**config.mk**
```make
export PLATFORM = sky130hd
export DESIGN_NAME = fobm_porta_ctrl
export DESIGN_NICKNAME = d
export VERILOG_FILES = /design/src/shared/fobm_pkg.sv /design/src/design/fobm_offset_bank.sv /design/src/design/fobm_porta_ctrl.sv
export SDC_FILE = /design/constraint.sdc
export NUM_CORES = 1
export LEC_CHECK = 0
export ABC_CLOCK_PERIOD_IN_PS = 4310
export CORE_ASPECT_RATIO = 1.4
export CORE_MARGIN = 1.5
export CORE_UTILIZATION = 40
export CTS_BUF_LIST = sky130_fd_sc_hd__clkbuf_2
export CTS_CLUSTER_DIAMETER = 100
export DETAILED_ROUTE_END_ITERATION = 8
export DONT_BUFFER_PORTS = 1
export PLACE_DENSITY = 0.5
export SETUP_SLACK_MARGIN = 0.4
export SYNTH_ARGS = -nofsm -noshare
export SYNTH_HDL_FRONTEND = slang
export SYNTH_SLANG_ARGS = --single-unit
```
**constraint.sdc**
```tcl
create_clock -name clk -period 4.31 [get_ports clk]
set_input_delay 0.862 -clock clk [delete_from_list [all_inputs] [get_ports clk]]
set_output_delay 0.862 -clock clk [all_outputs]
set_load 0.02 [all_outputs]
```
**src/shared/fobm_pkg.sv**
```systemverilog
// Constants, types and decode functions for the Port A offset/loopback block
package fobm_pkg;
  localparam int DATA_W   = 36;
  localparam int OFS_W    = 11;
  localparam int SER_BITS = 44;
  localparam int CNT_W    = 6;
  localparam int ADDR_W   = 5;

  // Avalon byte addresses
  localparam logic [ADDR_W-1:0] REG_CTRL     = 5'h00;
  localparam logic [ADDR_W-1:0] REG_STATUS   = 5'h04;
  localparam logic [ADDR_W-1:0] REG_Q1_OFS_Y = 5'h08;
  localparam logic [ADDR_W-1:0] REG_Q1_OFS_X = 5'h0c;
  localparam logic [ADDR_W-1:0] REG_Q2_OFS_Y = 5'h10;
  localparam logic [ADDR_W-1:0] REG_Q2_OFS_X = 5'h14;

  localparam logic [1:0] CTRL_RESET    = 2'h3;
  localparam int         CTRL_OE_BIT   = 0;
  localparam int         CTRL_LOOP_BIT = 1;
  localparam int         ST_MODE_LSB   = 0;
  localparam int         ST_DONE_BIT   = 3;
  localparam int         ST_CNT_LSB    = 4;

  localparam logic [CNT_W-1:0] SER_COUNT = 6'h2c;
  localparam logic [2:0]       PAR_WORDS = 3'h4;

  localparam logic [OFS_W-1:0] PRESET_8    = 11'h008;
  localparam logic [OFS_W-1:0] PRESET_16   = 11'h010;
  localparam logic [OFS_W-1:0] PRESET_64   = 11'h040;
  localparam logic [OFS_W-1:0] PRESET_256  = 11'h100;
  localparam logic [OFS_W-1:0] PRESET_1024 = 11'h400;

  // Select code is {offset_sel_third, sel1_serial_en, sel0_serial_bit}
  localparam logic [2:0] SEL_P8     = 3'h0;
  localparam logic [2:0] SEL_P16    = 3'h1;
  localparam logic [2:0] SEL_P64    = 3'h2;
  localparam logic [2:0] SEL_P256   = 3'h3;
  localparam logic [2:0] SEL_P1024  = 3'h4;
  localparam logic [2:0] SEL_SERIAL = 3'h6;

  typedef enum logic [2:0] {
    FOBM_MODE_PRESET   = 3'b001,
    FOBM_MODE_PARALLEL = 3'b010,
    FOBM_MODE_SERIAL   = 3'b100
  } fobm_mode_t;

  function automatic fobm_mode_t fobm_decode_mode(input logic [2:0] sel);
    if (sel <= SEL_P1024)
      return FOBM_MODE_PRESET;
    else if (sel == SEL_SERIAL)
      return FOBM_MODE_SERIAL;
    else
      return FOBM_MODE_PARALLEL;
  endfunction

  function automatic logic [OFS_W-1:0] fobm_preset(input logic [2:0] sel);
    if (sel == SEL_P8)
      return PRESET_8;
    else if (sel == SEL_P16)
      return PRESET_16;
    else if (sel == SEL_P64)
      return PRESET_64;
    else if (sel == SEL_P256)
      return PRESET_256;
    else
      return PRESET_1024;
  endfunction
endpackage

```
**src/design/fobm_offset_bank.sv**
```systemverilog
// Offset register chain: preset, parallel word and serial bit loading
`timescale 1ns/1ns
`default_nettype none
module fobm_offset_bank
  import fobm_pkg::*;
(
  input  wire logic             clk,
  input  wire logic             srst,
  input  wire logic             load_preset,
  input  wire logic [OFS_W-1:0] preset_val,
  input  wire logic             serial_shift,
  input  wire logic             serial_bit,
  input  wire logic             par_load,
  input  wire logic [1:0]       par_idx,
  input  wire logic [OFS_W-1:0] par_val,
  output logic      [OFS_W-1:0] q1_ofs_y,
  output logic      [OFS_W-1:0] q1_ofs_x,
  output logic      [OFS_W-1:0] q2_ofs_y,
  output logic      [OFS_W-1:0] q2_ofs_x
);
  typedef struct packed {
    logic [SER_BITS-1:0] chain;
  } fobm_bank_st_t;

  fobm_bank_st_t st_reg;
  fobm_bank_st_t st_next;

  always_comb
  begin
    st_next = st_reg;
    if (load_preset)
      st_next.chain = {4{preset_val}};
    else if (serial_shift)
      // Oldest bit ends in the top of first_fifo_offset_y
      st_next.chain = {st_reg.chain[SER_BITS-2:0], serial_bit}; // RL5
    else if (par_load)
      st_next.chain[(3 - 32'(par_idx)) * OFS_W +: OFS_W] = par_val;
  end

  always_ff @(posedge clk)
  begin
    if (srst)
      st_reg <= '0;
    else
      st_reg <= st_next;
  end

  assign q1_ofs_y = st_reg.chain[4*OFS_W-1:3*OFS_W];
  assign q1_ofs_x = st_reg.chain[3*OFS_W-1:2*OFS_W];
  assign q2_ofs_y = st_reg.chain[2*OFS_W-1:OFS_W];
  assign q2_ofs_x = st_reg.chain[OFS_W-1:0];
endmodule // fobm_offset_bank
`default_nettype wire

```
**src/design/fobm_porta_ctrl.sv**
```systemverilog
// Port A control: offset programming, loopback and mailbox steering
//
// Functional notes
// RL1: Select pins sampled during master reset choose preset, parallel or serial.
// RL2: Offsets load in parallel from Port A or serially as alternatives.
// RL3: Serial mode shifts the serial bit on each clock with enable low; the code stops shifting once SER_COUNT bits are in.
// RL4: Controller supplies 44, 48 or 52 serial bits; this build needs 44.
// RL5: First serial bit lands in first queue Y MSB, last in second queue X LSB.
// RL6: Loopback moves second queue output into first queue input.
// RL7: Loopback starts with loopback select low and transfer enable high; the code also needs control bit CTRL_LOOP_BIT set.
// RL8: Mailbox select high sends Port A transfers to a mailbox.
// RL9: Output shows second mailbox when select high, second queue otherwise.
// RL10: Serial pins are ignored unless serial mode was chosen at reset.
`timescale 1ns/1ns
`default_nettype none
module fobm_porta_ctrl
  import fobm_pkg::*;
(
  input  wire logic              clk,
  input  wire logic              srst,
  input  wire logic [ADDR_W-1:0] avs_address,
  input  wire logic              avs_read,
  input  wire logic              avs_write,
  input  wire logic [31:0]       avs_writedata,
  output logic      [31:0]       avs_readdata,
  output logic                   avs_waitrequest,
  input  wire logic              master_reset,
  input  wire logic              offset_sel1_serial_en,
  input  wire logic              offset_sel0_serial_bit,
  input  wire logic              offset_sel_third,
  input  wire logic              porta_transfer_enable,
  input  wire logic              porta_write,
  input  wire logic              porta_mailbox_select,
  input  wire logic              loopback_select_n,
  input  wire logic [DATA_W-1:0] porta_data_in,
  output logic      [DATA_W-1:0] porta_data_out,
  output logic                   porta_data_oe_n,
  input  wire logic [DATA_W-1:0] second_mailbox_reg,
  input  wire logic [DATA_W-1:0] second_queue_data,
  input  wire logic              second_queue_empty,
  output logic                   second_queue_read,
  input  wire logic              first_queue_full,
  output logic                   first_queue_write,
  output logic      [DATA_W-1:0] first_queue_data,
  output logic                   first_mailbox_write,
  output logic      [DATA_W-1:0] first_mailbox_data,
  output logic      [OFS_W-1:0]  first_fifo_offset_y,
  output logic      [OFS_W-1:0]  first_fifo_offset_x,
  output logic      [OFS_W-1:0]  second_fifo_offset_y,
  output logic      [OFS_W-1:0]  second_fifo_offset_x
);
  typedef struct packed {
    logic              wait_n;
    logic [31:0]       rdata;
    logic [1:0]        ctrl;
    fobm_mode_t        mode;
    logic [CNT_W-1:0]  scount;
    logic [2:0]        pidx;
    logic [DATA_W-1:0] dout;
    logic              oe_n;
    logic              q1_wr;
    logic [DATA_W-1:0] q1_data;
    logic              q2_rd;
    logic              mb_wr;
    logic [DATA_W-1:0] mb_data;
  } fobm_top_st_t;

  fobm_top_st_t st_reg;
  fobm_top_st_t st_next;

  logic             load_preset;
  logic [OFS_W-1:0] preset_val;
  logic             serial_shift;
  logic             par_load;
  logic [1:0]       par_idx;
  logic [2:0]       sel_code;
  logic             req;
  logic             loop_on;
  logic             a_wr;
  logic             a_rd;
  logic             ser_done;
  logic [31:0]      rd_mux;

  fobm_offset_bank u_bank (
    .clk          (clk),
    .srst         (srst),
    .load_preset  (load_preset),
    .preset_val   (preset_val),
    .serial_shift (serial_shift),
    .serial_bit   (offset_sel0_serial_bit),
    .par_load     (par_load),
    .par_idx      (par_idx),
    .par_val      (porta_data_in[OFS_W-1:0]),
    .q1_ofs_y     (first_fifo_offset_y),
    .q1_ofs_x     (first_fifo_offset_x),
    .q2_ofs_y     (second_fifo_offset_y),
    .q2_ofs_x     (second_fifo_offset_x)
  );

  assign sel_code = {offset_sel_third, offset_sel1_serial_en,
                     offset_sel0_serial_bit};
  assign req      = avs_read | avs_write;
  assign ser_done = (st_reg.scount == SER_COUNT);

  always_comb
  begin
    rd_mux = 32'h0000_0000;
    if (avs_address == REG_CTRL)
      rd_mux = {30'h0, st_reg.ctrl};
    else if (avs_address == REG_STATUS)
      rd_mux = {22'h0, st_reg.scount, ser_done, st_reg.mode};
    else if (avs_address == REG_Q1_OFS_Y)
      rd_mux = {21'h0, first_fifo_offset_y};
    else if (avs_address == REG_Q1_OFS_X)
      rd_mux = {21'h0, first_fifo_offset_x};
    else if (avs_address == REG_Q2_OFS_Y)
      rd_mux = {21'h0, second_fifo_offset_y};
    else if (avs_address == REG_Q2_OFS_X)
      rd_mux = {21'h0, second_fifo_offset_x};
  end

  always_comb
  begin
    st_next      = st_reg;
    load_preset  = 1'b0;
    preset_val   = fobm_preset(sel_code);
    serial_shift = 1'b0;
    par_load     = 1'b0;
    par_idx      = st_reg.pidx[1:0];
    st_next.q1_wr = 1'b0;
    st_next.q2_rd = 1'b0;
    st_next.mb_wr = 1'b0;

    // Bus: one wait cycle, then a single answer cycle
    st_next.wait_n = req & ~st_reg.wait_n;
    if (avs_read & ~st_reg.wait_n)
      st_next.rdata = rd_mux;
    if (avs_write & st_reg.wait_n & (avs_address == REG_CTRL))
      st_next.ctrl = avs_writedata[1:0];

    // Loopback only when software also allows it
    loop_on = ~loopback_select_n & porta_transfer_enable &
              st_reg.ctrl[CTRL_LOOP_BIT]; // RL7
    a_wr = porta_transfer_enable & porta_write & ~loop_on & ~master_reset;
    a_rd = porta_transfer_enable & ~porta_write & ~loop_on & ~master_reset;

    if (master_reset)
    begin
      st_next.mode   = fobm_decode_mode(sel_code); // RL1
      st_next.scount = '0;
      st_next.pidx   = '0;
      load_preset    = (fobm_decode_mode(sel_code) == FOBM_MODE_PRESET);
    end
    else if (st_reg.mode == FOBM_MODE_SERIAL && !offset_sel1_serial_en &&
             !ser_done) // RL10
    begin
      serial_shift   = 1'b1; // RL3
      st_next.scount = st_reg.scount + 6'h01; // RL4
    end

    // Pops are spaced out so a registered strobe never sees a stale head
    if (loop_on)
    begin
      if (!second_queue_empty && !first_queue_full && !st_reg.q2_rd)
      begin
        st_next.q2_rd   = 1'b1; // RL6
        st_next.q1_wr   = 1'b1; // RL6
        st_next.q1_data = second_queue_data; // RL6
      end
    end
    else if (a_wr)
    begin
      if (porta_mailbox_select)
      begin
        st_next.mb_wr   = 1'b1; // RL8
        st_next.mb_data = porta_data_in;
      end
      else if (st_reg.mode == FOBM_MODE_PARALLEL &&
               st_reg.pidx < PAR_WORDS)
      begin
        par_load     = 1'b1; // RL2
        st_next.pidx = st_reg.pidx + 3'h1;
      end
      else if (!first_queue_full)
      begin
        st_next.q1_wr   = 1'b1;
        st_next.q1_data = porta_data_in;
      end
    end
    else if (a_rd && !porta_mailbox_select && !second_queue_empty &&
             !st_reg.q2_rd)
      st_next.q2_rd = 1'b1; // RL8

    st_next.dout = porta_mailbox_select ? second_mailbox_reg
                                        : second_queue_data; // RL9
    st_next.oe_n = ~(a_rd & st_reg.ctrl[CTRL_OE_BIT]); // RL9
  end

  always_ff @(posedge clk)
  begin
    if (srst)
    begin
      st_reg      <= '0;
      st_reg.ctrl <= CTRL_RESET;
      st_reg.mode <= FOBM_MODE_PRESET;
      st_reg.oe_n <= 1'b1;
    end
    else
      st_reg <= st_next;
  end

  assign avs_readdata        = st_reg.rdata;
  assign avs_waitrequest     = ~st_reg.wait_n;
  assign porta_data_out      = st_reg.dout;
  assign porta_data_oe_n     = st_reg.oe_n;
  assign second_queue_read   = st_reg.q2_rd;
  assign first_queue_write   = st_reg.q1_wr;
  assign first_queue_data    = st_reg.q1_data;
  assign first_mailbox_write = st_reg.mb_wr;
  assign first_mailbox_data  = st_reg.mb_data;
endmodule // fobm_porta_ctrl
`default_nettype wire

```
## Word-level counts from Yosys, hierarchy flattened

Index checks and enable logic that the tools add are counted.

- Bits in registers: 203
- Input port bits: 159
- Output and inout bits: 189
- Word-level logic and storage cells: 122

- Add/sub/neg operators: 4
- Multipliers: 1
- Order comparisons: 2
- Equal/unequal tests: 17
- Shift-type cells: 2
- Multiplexer cells: 39
- Bitwise operators: 21
- Reductions and logical operators: 22

Operator list:

| cell | number |
|---|---|
| two-way mux 37 bit | 5 |
| two-way mux 44 bit | 3 |
| two-way mux 11 bit | 10 |
| two-way mux 38 bit | 2 |
| bitwise mux 44 bit | 1 |
| variable shift 11 x 34 -> 44 bit (first input constant) | 1 |
| variable part select 11 x 34 -> 44 bit | 1 |
| two-way mux 36 bit | 1 |
| negator 32 -> 34 bit | 1 |
| multiplier 32 x 4 -> 32 bit (second input constant) | 1 |
| two-way mux 3 bit | 8 |
| AND 1 bit | 13 |
| equality test 5 x 4 -> 1 bit (second input constant) | 2 |
| equality test 5 bit (second input constant) | 2 |
| equality test 3 x 2 -> 1 bit (second input constant) | 3 |
| two-way mux 1 bit | 9 |
| logical AND 1 bit | 8 |
| inverter 1 bit | 7 |
| adder 6 x 1 -> 6 bit (second input constant) | 1 |
| equality test 3 x 1 -> 1 bit (second input constant) | 2 |
| equality test 3 bit (second input constant) | 2 |
| equality test 6 bit (second input constant) | 1 |
| logical NOT 1 bit | 6 |
| inequality test 2 x 1 -> 1 bit (second input constant) | 3 |
| 15 further kinds | 15 |

## Longest topological paths before layout

Gate-level depths: netlist (run 1).

- Depth in word-level cells: 12
- Gate-level depth with buffers: 12
- Mapped depth without buffers: 7

## Cells and area by module

From an unflattened synthesis (run 1), not the netlist that was laid out.

- Cells, all modules: 1341
- Area, all modules: 11509.8 µm²

Modules (own cells, without submodules):

| module | instances | cells an instance | area each (µm²) | seq. area each (µm²) |
|---|---|---|---|---|
| fobm_porta_ctrl | 1 | 859 | 7748.7 | 2762.6 |
| fobm_offset_bank | 1 | 482 | 3761.1 | 880.8 |

## Least setup slack after synthesis (run 1)

No wires, ideal clock.

- Kind: register to register
- From: register st_reg, in the netlist par_idx[0]
- To: register u_bank.st_reg[34] in the netlist's numbering
- Library setup time: 0.086 ns
- Arrival time: 2.903 ns
- Required time: 4.224 ns
- Path slack: 1.322 ns
- Cell stages (with the launch flop): 11
- Path buffers: 3
- Clock period less this slack: 2.988 ns
- Cell sequence: dfxtp_1 buf_2 buf_2 inv_1 ha_1 buf_6 or4b_4 a2111oi_2 a211oi_1 or3_1 a211oi_1

- Longest elaborated chain between the ends: 8
- Elaborated cells between the ends (all ways): 16
- Those cells by class: add/sub: 2; mul: 1; order compare: 1; shift: 2; mux: 8; reduce/logical: 2

RTL lines:

| what | line | source |
|---|---|---|
| start, declared | fobm_porta_ctrl.sv:68 | `fobm_top_st_t st_reg;` |
| start signal, assigned | fobm_porta_ctrl.sv:209 | `st_reg <= st_next;` |
| subtractor 2 x 2 -> 3 bit | fobm_offset_bank.sv:37 | `st_next.chain[(3 - 32'(par_idx)) * OFS_W +: OFS_W] = par_val;` |
| multiplier 32 x 4 -> 32 bit | fobm_offset_bank.sv:37 |  |
| negator 32 -> 34 bit | fobm_offset_bank.sv:37 |  |
| variable part select 11 x 34 -> 44 bit or variable shift 11 x 34 -> 44 bit (tied branches) | fobm_offset_bank.sv:37 |  |
| bitwise mux 44 bit | fobm_offset_bank.sv:37 |  |
| two-way mux 44 bit | fobm_offset_bank.sv:36 | `else if (par_load)` |
| two-way mux 44 bit | fobm_offset_bank.sv:33 | `else if (serial_shift)` |
| two-way mux 44 bit | fobm_offset_bank.sv:31 | `if (load_preset)` |
| end signal, assigned | fobm_offset_bank.sv:45 | `st_reg <= st_next;` |
| end, declared | fobm_offset_bank.sv:25 | `fobm_bank_st_t st_reg;` |

Parallel ways exist; a longest one is shown, timed or not. The select of a mux whose other input is x is not followed.
A chain may end at the register's enable or synchronous reset.

## Worst setup path in the final report (run 1)

- From: register st_reg, in the netlist par_idx[0]
- To: register u_bank.st_reg[30] in the netlist's numbering

Same word-level chain as after synthesis.

==> impl_metrics.yaml, run 1 <==
pwr:
  p_total_w: 0.00316
  power.density_nw_per_um2: 329
  p_leak_nw: 3.30
  ir_worst_vdd_mv: 0.218
timing:
  setup_tns_ns: 0
  setup_ws_ns: 1.00
  period_share_pct: 76.7
  rsz0062_at_grt: "false"
  worstMarginPinSlew_ns: 1.10
  achievable-frequency_mhz: 302
  relSlewSlack_pct: 26.4
  finClkSkew_ns: 0.0744
  maxSlewViolCount: 0
  period_minus_slack_ns: 3.31
  setup_viol: 0
  hold_viol_final: 0
worst_setup_path:
  startpoint_type: "flip-flop"
  critPathMostFrequentCell: "buf_4"
  cp-end-kind: "flip-flop"
  crit_path_max_fanout: 24
  arrival_ns: 4.03
  critPathKind: "reg2reg"
  crit_family: "multiplexers"
  slowest_delay_ns: 0.67
  crit_slowest_cell: "ha_1"
  required_ns: 5.03
  path_buf_inv: 3
  cp_cell_sequence: "buf_4 > inv_1 > ha_1 > buf_4 > mux4_2 > mux2_2 > or2_2 > o2111ai_1 > a31oi_1"
clock_tree:
  cts_tree: "yes"
  h-tree-depth: 4
  cts_buffers: 17
  clkSinkCount: 182
  path_clk_slew_ns: 0.28
  ctsResizeCount: 0
  postCtsSetupBuffers: 0
  clock_latency_ns: 0.84
  cts_max_path_buffers: 2
  ctsHoldBuffers: 1
  cts_root_buf: "clkbuf_2"
route:
  vias_per_cell: 6.22
  drc: 0
  dr.pass1.iters: 7
  wl_met3_um: 3120
  drt-initial-drc-count: 652
  topRoutingLayerUsed: "met4"
  wl_met2_um: 16800
  wl_per_cell_um: 25.2
  vias: 8465
  final_antenna_net_count: 0
  wl_um: 34300
  wl_met1_um: 12600
floorplan:
  core.rowCount: 68
  die_area_um2: 26200
  coreArea_um2: 24700
  io_pins: 348
  die_h_um: 191
  die-width_um: 137
  initial_core_util_pct: 40.8
min_path:
  hp-class: "in2reg"
synthesis:
  ys_ff_latch: 182
  synthArstFlopShare_pct: 0
  syn_avg_cell_area_um2: 8.37
  yosys_warnings: 0
  ys.flop_type: "dfxtp_1"
  ys_types: 70
  synth-edff-count: 0
  syn_inst: 1203
  netlist_area_um2: 10100
  ys_seq_area_share_pct: 36.2
placement:
  gp_congestion: 0.927
  place_area_um2: 9280
  dp_hpwl_um: 24300
  port_buffers: 0
  dpl.cell_count: 1324
  post-place-ws_ns: 1.05
global_routing:
  gr-total-overflow: 0
  grt_pass1_vias: 8165
  grt_max_degree: 177
  grt_usage_pct: 25.5
  antenna_found_initial: 1
  grt_pass1_wl_um: 49900
final_layout:
  largest_reg_flops: 44
  finalInstanceArea_um2: 9610
  final_nets: 1197
  stdcell_count: 1360
  areaGrowthSynthToFinish_pct: -4.60
  final_layout_size_suffix_gt1_share_pct: 8.92
outcome:
  status: "completed"
run:
  cap_violations: 0
## worst reg2reg max path: cells and delay by family (launching register included)
kind | cells | cell delay, ns
flops | 1 | 0.38
fa+ha+maj | 1 | 0.68
buf+inv | 3 | 0.71
simple gates | 1 | 0.28
compound gates | 2 | 0.27
mux | 2 | 0.93
## where the power goes
group | switching (W) | internal [W]
registers | 0.000101 | 0.00174
clock network | 0.000691 | 0.000406
logic | 0.000132 | 0.0000854
## per-stage QoR
| step | utilization [%] | hold slack, ns |
|---|---|---|
| after floorplan | - | 0.377 |
| after global routing | 38.9 | 0.00173 |
| final | 38.9 | 0.0910 |
| after CTS | 38.9 | 0.0101 |
| after detailed placement | 37.6 | 0.462 |
| after global placement | 37.6 | 0.449 |
## final timing paths
path | startpoint | to | slack, ns | cells past startpoint
worst max-delay path | par_idx[0] | u_bank.st_reg[30] | 1.00 | 9
worst min-delay path | srst | u_bank.st_reg[34] | 0.09 | 1
worst max register to register | par_idx[0] | u_bank.st_reg[30] | 1.00 | 9
worst min register to register | st_reg[158] | st_reg[158] | 0.49 | 1
## cells in the mapped netlist (8+ instances only)
library cell / count / area [um^2]
dfxtp_1: 182 / 3640
buf_4: 140 / 1050
nand2_1: 114 / 428
a21oi_1: 103 / 515
nor2_1: 82 / 308
clkbuf_1: 68 / 255
a22oi_1: 60 / 450
o21ai_0: 47 / 235
mux2i_1: 46 / 460
nand3_1: 30 / 150
nor3_1: 23 / 115
a31oi_1: 22 / 138
buf_2: 18 / 90.1
a311oi_1: 16 / 140
mux2_2: 16 / 180
nor2b_1: 14 / 87.6
o22ai_1: 14 / 87.6
and3_1: 13 / 81.3
inv_1: 13 / 48.8
a32oi_1: 12 / 105
and2_1: 12 / 75.1
nand2b_1: 11 / 68.8
a211oi_1: 10 / 75.1
buf_1: 9 / 33.8
a22o_1: 8 / 70.1
ha_1: 8 / 100
mux4_2: 8 / 180
## placed cells by master, fill, tap and decap left out, drive strengths merged, types with 6 or more instances in the layout
master	synthesis	routed
a211oi	11	11
a21oi	103	103
a22o	8	8
a22oi	60	60
a311oi	16	16
a31oi	22	22
a32oi	12	12
and2	12	12
and3	13	13
buf	169	23
clkbuf	68	18
conb	1	21
dfxtp	182	182
ha	8	8
inv	14	22
mux2	16	16
mux2i	46	46
mux4	8	8
nand2	114	114
nand2b	11	11
nand3	30	30
nand4	6	6
nand4b	6	6
nor2	83	83
nor2b	14	14
nor3	23	23
o21ai	47	47
o22ai	14	14
or3	6	6
## logic make-up (layout without fill, tap and decap cells)
group	after synthesis	count (layout)	share of synthesized area (%)
AOI/OAI and AO/OA	342	342	22.5
and+or+nand+nor	339	339	16.3
buffers and inverters	252	72	15.0
DFF	182	182	36.2
muxes	70	70	8.15
xor gates and xnor gates	9	9	0.783
adders and majority gates	8	8	0.994
other	1	23	0.0372
## metal layers
metal	global-route usage, %	vias to the layer above
li1	-	3832
met1	29.1	4059
met2	42.6	490
met3	7.44	84
met4	13.6	0
met5	0	-
## cell type report
| cell class | count | area [um^2] |
|---|---|---|
| Clock buffer | 18 | 90.1 |
| Tap cell | 315 | 394 |
| Clock inverter | 14 | 209 |
| Antenna cell | 2 | 5.00 |
| Sequential cell | 182 | 3640 |
| Multi-Input combinational cell | 789 | 5020 |
| Inverter | 15 | 56.3 |
| Fill cell | 2546 | 15100 |
| Timing Repair Buffer | 25 | 193 |
(Power assumes the default switching activity.)
==> run 2, diff against run 1 <==
- ABC_CLOCK_PERIOD_IN_PS: 4310 -> 3400
- clock period: 4.31 -> 3.4 ns (I/O delays scaled with it)
==> run 2 against run 1 <==
  * Critical path depth is 1 lower
  * Global-route usage grew 2.5 points
  * Power rose by 25%
  * Count of clock-buffer cells in the layout rose by 1
  * Setup slack lost 0.43 ns
  * Largest power group unchanged
  * Non-clock buffer count grew 145
  * Sequential power grew 27%
  * Final cell count rose by 11%
  * Worst hold slack got worse by 0.044 ns
  * Maximum frequency rose by 17%
==> impl_metrics.yaml, run 2 (synthesis gave the netlist of run 1 again) <==
pwr:
  sw_frac_of_total_pct: 30.8
  p_leak_nw: 3.92
  p_switching_w: 0.00121
  comb_power_share_pct: 11.7
  ir_worst_vdd_mv: 0.209
  p_seq_share_pct: 59.4
  p_int_w: 0.00272
  power.density_nw_per_um2: 358
  power.clock.fraction_pct: 28.9
final_layout:
  final_cell_mix: "dfxtp_1, dlygate4sd3_1, nand2_1"
  areaGrowthSynthToFinish_pct: 9.07
  finalInstanceArea_um2: 11000
  final_nets: 1342
  final_layout_size_suffix_gt1_share_pct: 9.76
  fillers: 2498
  largest_reg_flops: 44
  mostFrequentLayoutCell: "dfxtp_1"
floorplan:
  core.rowCount: 68
  die_area_um2: 26200
  initial_core_util_pct: 40.8
  coreArea_um2: 24700
  die_h_um: 191
  die-width_um: 137
  io_pins: 348
clock_tree:
  path_clk_slew_ns: 0.31
  cts_max_path_buffers: 2
  cts_root_buf: "clkbuf_2"
  clock_latency_ns: 0.83
  h-tree-depth: 4
  cts_buffers: 17
  clkSinkCount: 182
  cts_tree: "yes"
global_routing:
  gr-total-overflow: 0
  grt_max_degree: 156
  antenna_found_initial: 1
  grt_pass1_vias: 9067
  grt_usage_pct: 28.0
  grt_pass1_wl_um: 55200
worst_setup_path:
  arrival_ns: 3.54
  required_ns: 4.11
  startpoint_type: "flip-flop"
  cp-end-kind: "flip-flop"
  critPathKind: "reg2reg"
  crit_path_max_fanout: 13
timing:
  achievable-frequency_mhz: 353
  relSlewSlack_pct: 43.1
  period_share_pct: 83.3
  worstMarginPinSlew_ns: 0.854
  setup_tns_ns: 0
  hold_viol_final: 0
  setup_viol: 0
  rsz0062_at_grt: "true"
  period_minus_slack_ns: 2.83
  maxSlewViolCount: 0
  finClkSkew_ns: 0.0462
route:
  dr.pass1.iters: 7
  vias: 9043
  vias_per_cell: 6.01
  wl_per_cell_um: 24.6
  final_antenna_net_count: 0
  wl_um: 37000
  drc: 0
  drt-initial-drc-count: 731
run:
  cap_violations: 0
min_path:
  hp-class: "in2reg"
placement:
  port_buffers: 0
  place_area_um2: 9410
  gp_congestion: 0.908
  dp_hpwl_um: 24700
outcome:
  status: "completed"
-- run 2: cell count changes in the layout (fill, tap and decap cells not counted), moves of 2 or more --
| cell | before | now |
|---|---|---|
| clkinv_2 | 0 | 3 |
| inv_6 | 5 | 3 |
| dlygate4sd3_1 | 2 | 128 |
| bufinv_16 | 4 | 1 |
| clkinv_4 | 0 | 3 |
| buf_4 | 23 | 40 |
-- run 2: area by class of cell --
type	instances	area, um^2	area share (%)
clock buffer	19	95.1	0.866
sequential	182	3640	33.2
inverter	15	56.3	0.513
clock inverter	13	124	1.13
timing repair buffer	170	1630	14.8
antenna	2	5.00	0.0456
multi-input combinational	789	5040	45.9
tap	315	394	3.59
-- run 2: power groups by stage --
stage	clock network [W]	registers (W)	logic (W)
final	0.00114	0.00234	0.000461
after floorplan	0	0.00228	0.000421
after global placement	0	0.00238	0.000271
after detailed placement	0	0.00238	0.000274
after CTS	0.00116	0.00234	0.000446
after global routing	0.00124	0.00235	0.000497
-- run 2: critical path, cell delays in order, from the launching register on --
cell and delay, ns:
dfxtp_1 0.45, inv_1 0.11, ha_2 0.45, buf_4 0.25, mux4_2 0.60, mux2_2 0.31, or2_2 0.27, o2111ai_1 0.17
a31oi_1 0.12
-- run 2: worst paths after layout --
kind	start	to	slack [ns]	cells after the start
worst max-delay path	par_idx[1]	u_bank.st_reg[30]	0.57	8
worst min-delay path	second_queue_data[2]	first_queue_data[2]	0.05	2
worst max register to register	par_idx[1]	u_bank.st_reg[30]	0.57	8
worst min register to register	st_reg[158]	st_reg[158]	0.49	1
-- run 2: what timing repair did --
item / 4_1_cts / 5_1_grt
endpoints found under the setup margin: 0 / 13
hold buffers: 126 / 3
resized for setup: 0 / 4
setup buffers: 0 / 3
hold endpoints to repair: 164 / 3
-- run 2: metal layers --
metal | GRT usage (%) | part of all wire [%] | vias to the layer above
met5 | 0 | 0 | -
met3 | 7.63 | 8.4 | 102
met2 | 48.7 | 51 | 460
met1 | 30.6 | 36 | 4361
met4 | 15.2 | 5.3 | 0
li1 | - | - | 4120
-- run 2: metrics by stage --
step | setup slack [ns] | instances | utilization, % | total power (W) | hold slack (ns)
2_1_floorplan | 0.412 | 1223 | - | 0.00270 | 0.377
3_3_place_gp | 0.585 | 1339 | 38.1 | 0.00265 | 0.443
3_5_place_dp | 0.559 | 1339 | 38.1 | 0.00265 | 0.455
4_1_cts | 0.427 | 1497 | 44.2 | 0.00394 | 0.00108
5_1_grt | 0.393 | 1504 | 44.5 | 0.00408 | 0.000254
6_report | 0.568 | 1505 | 44.5 | 0.00394 | 0.0466
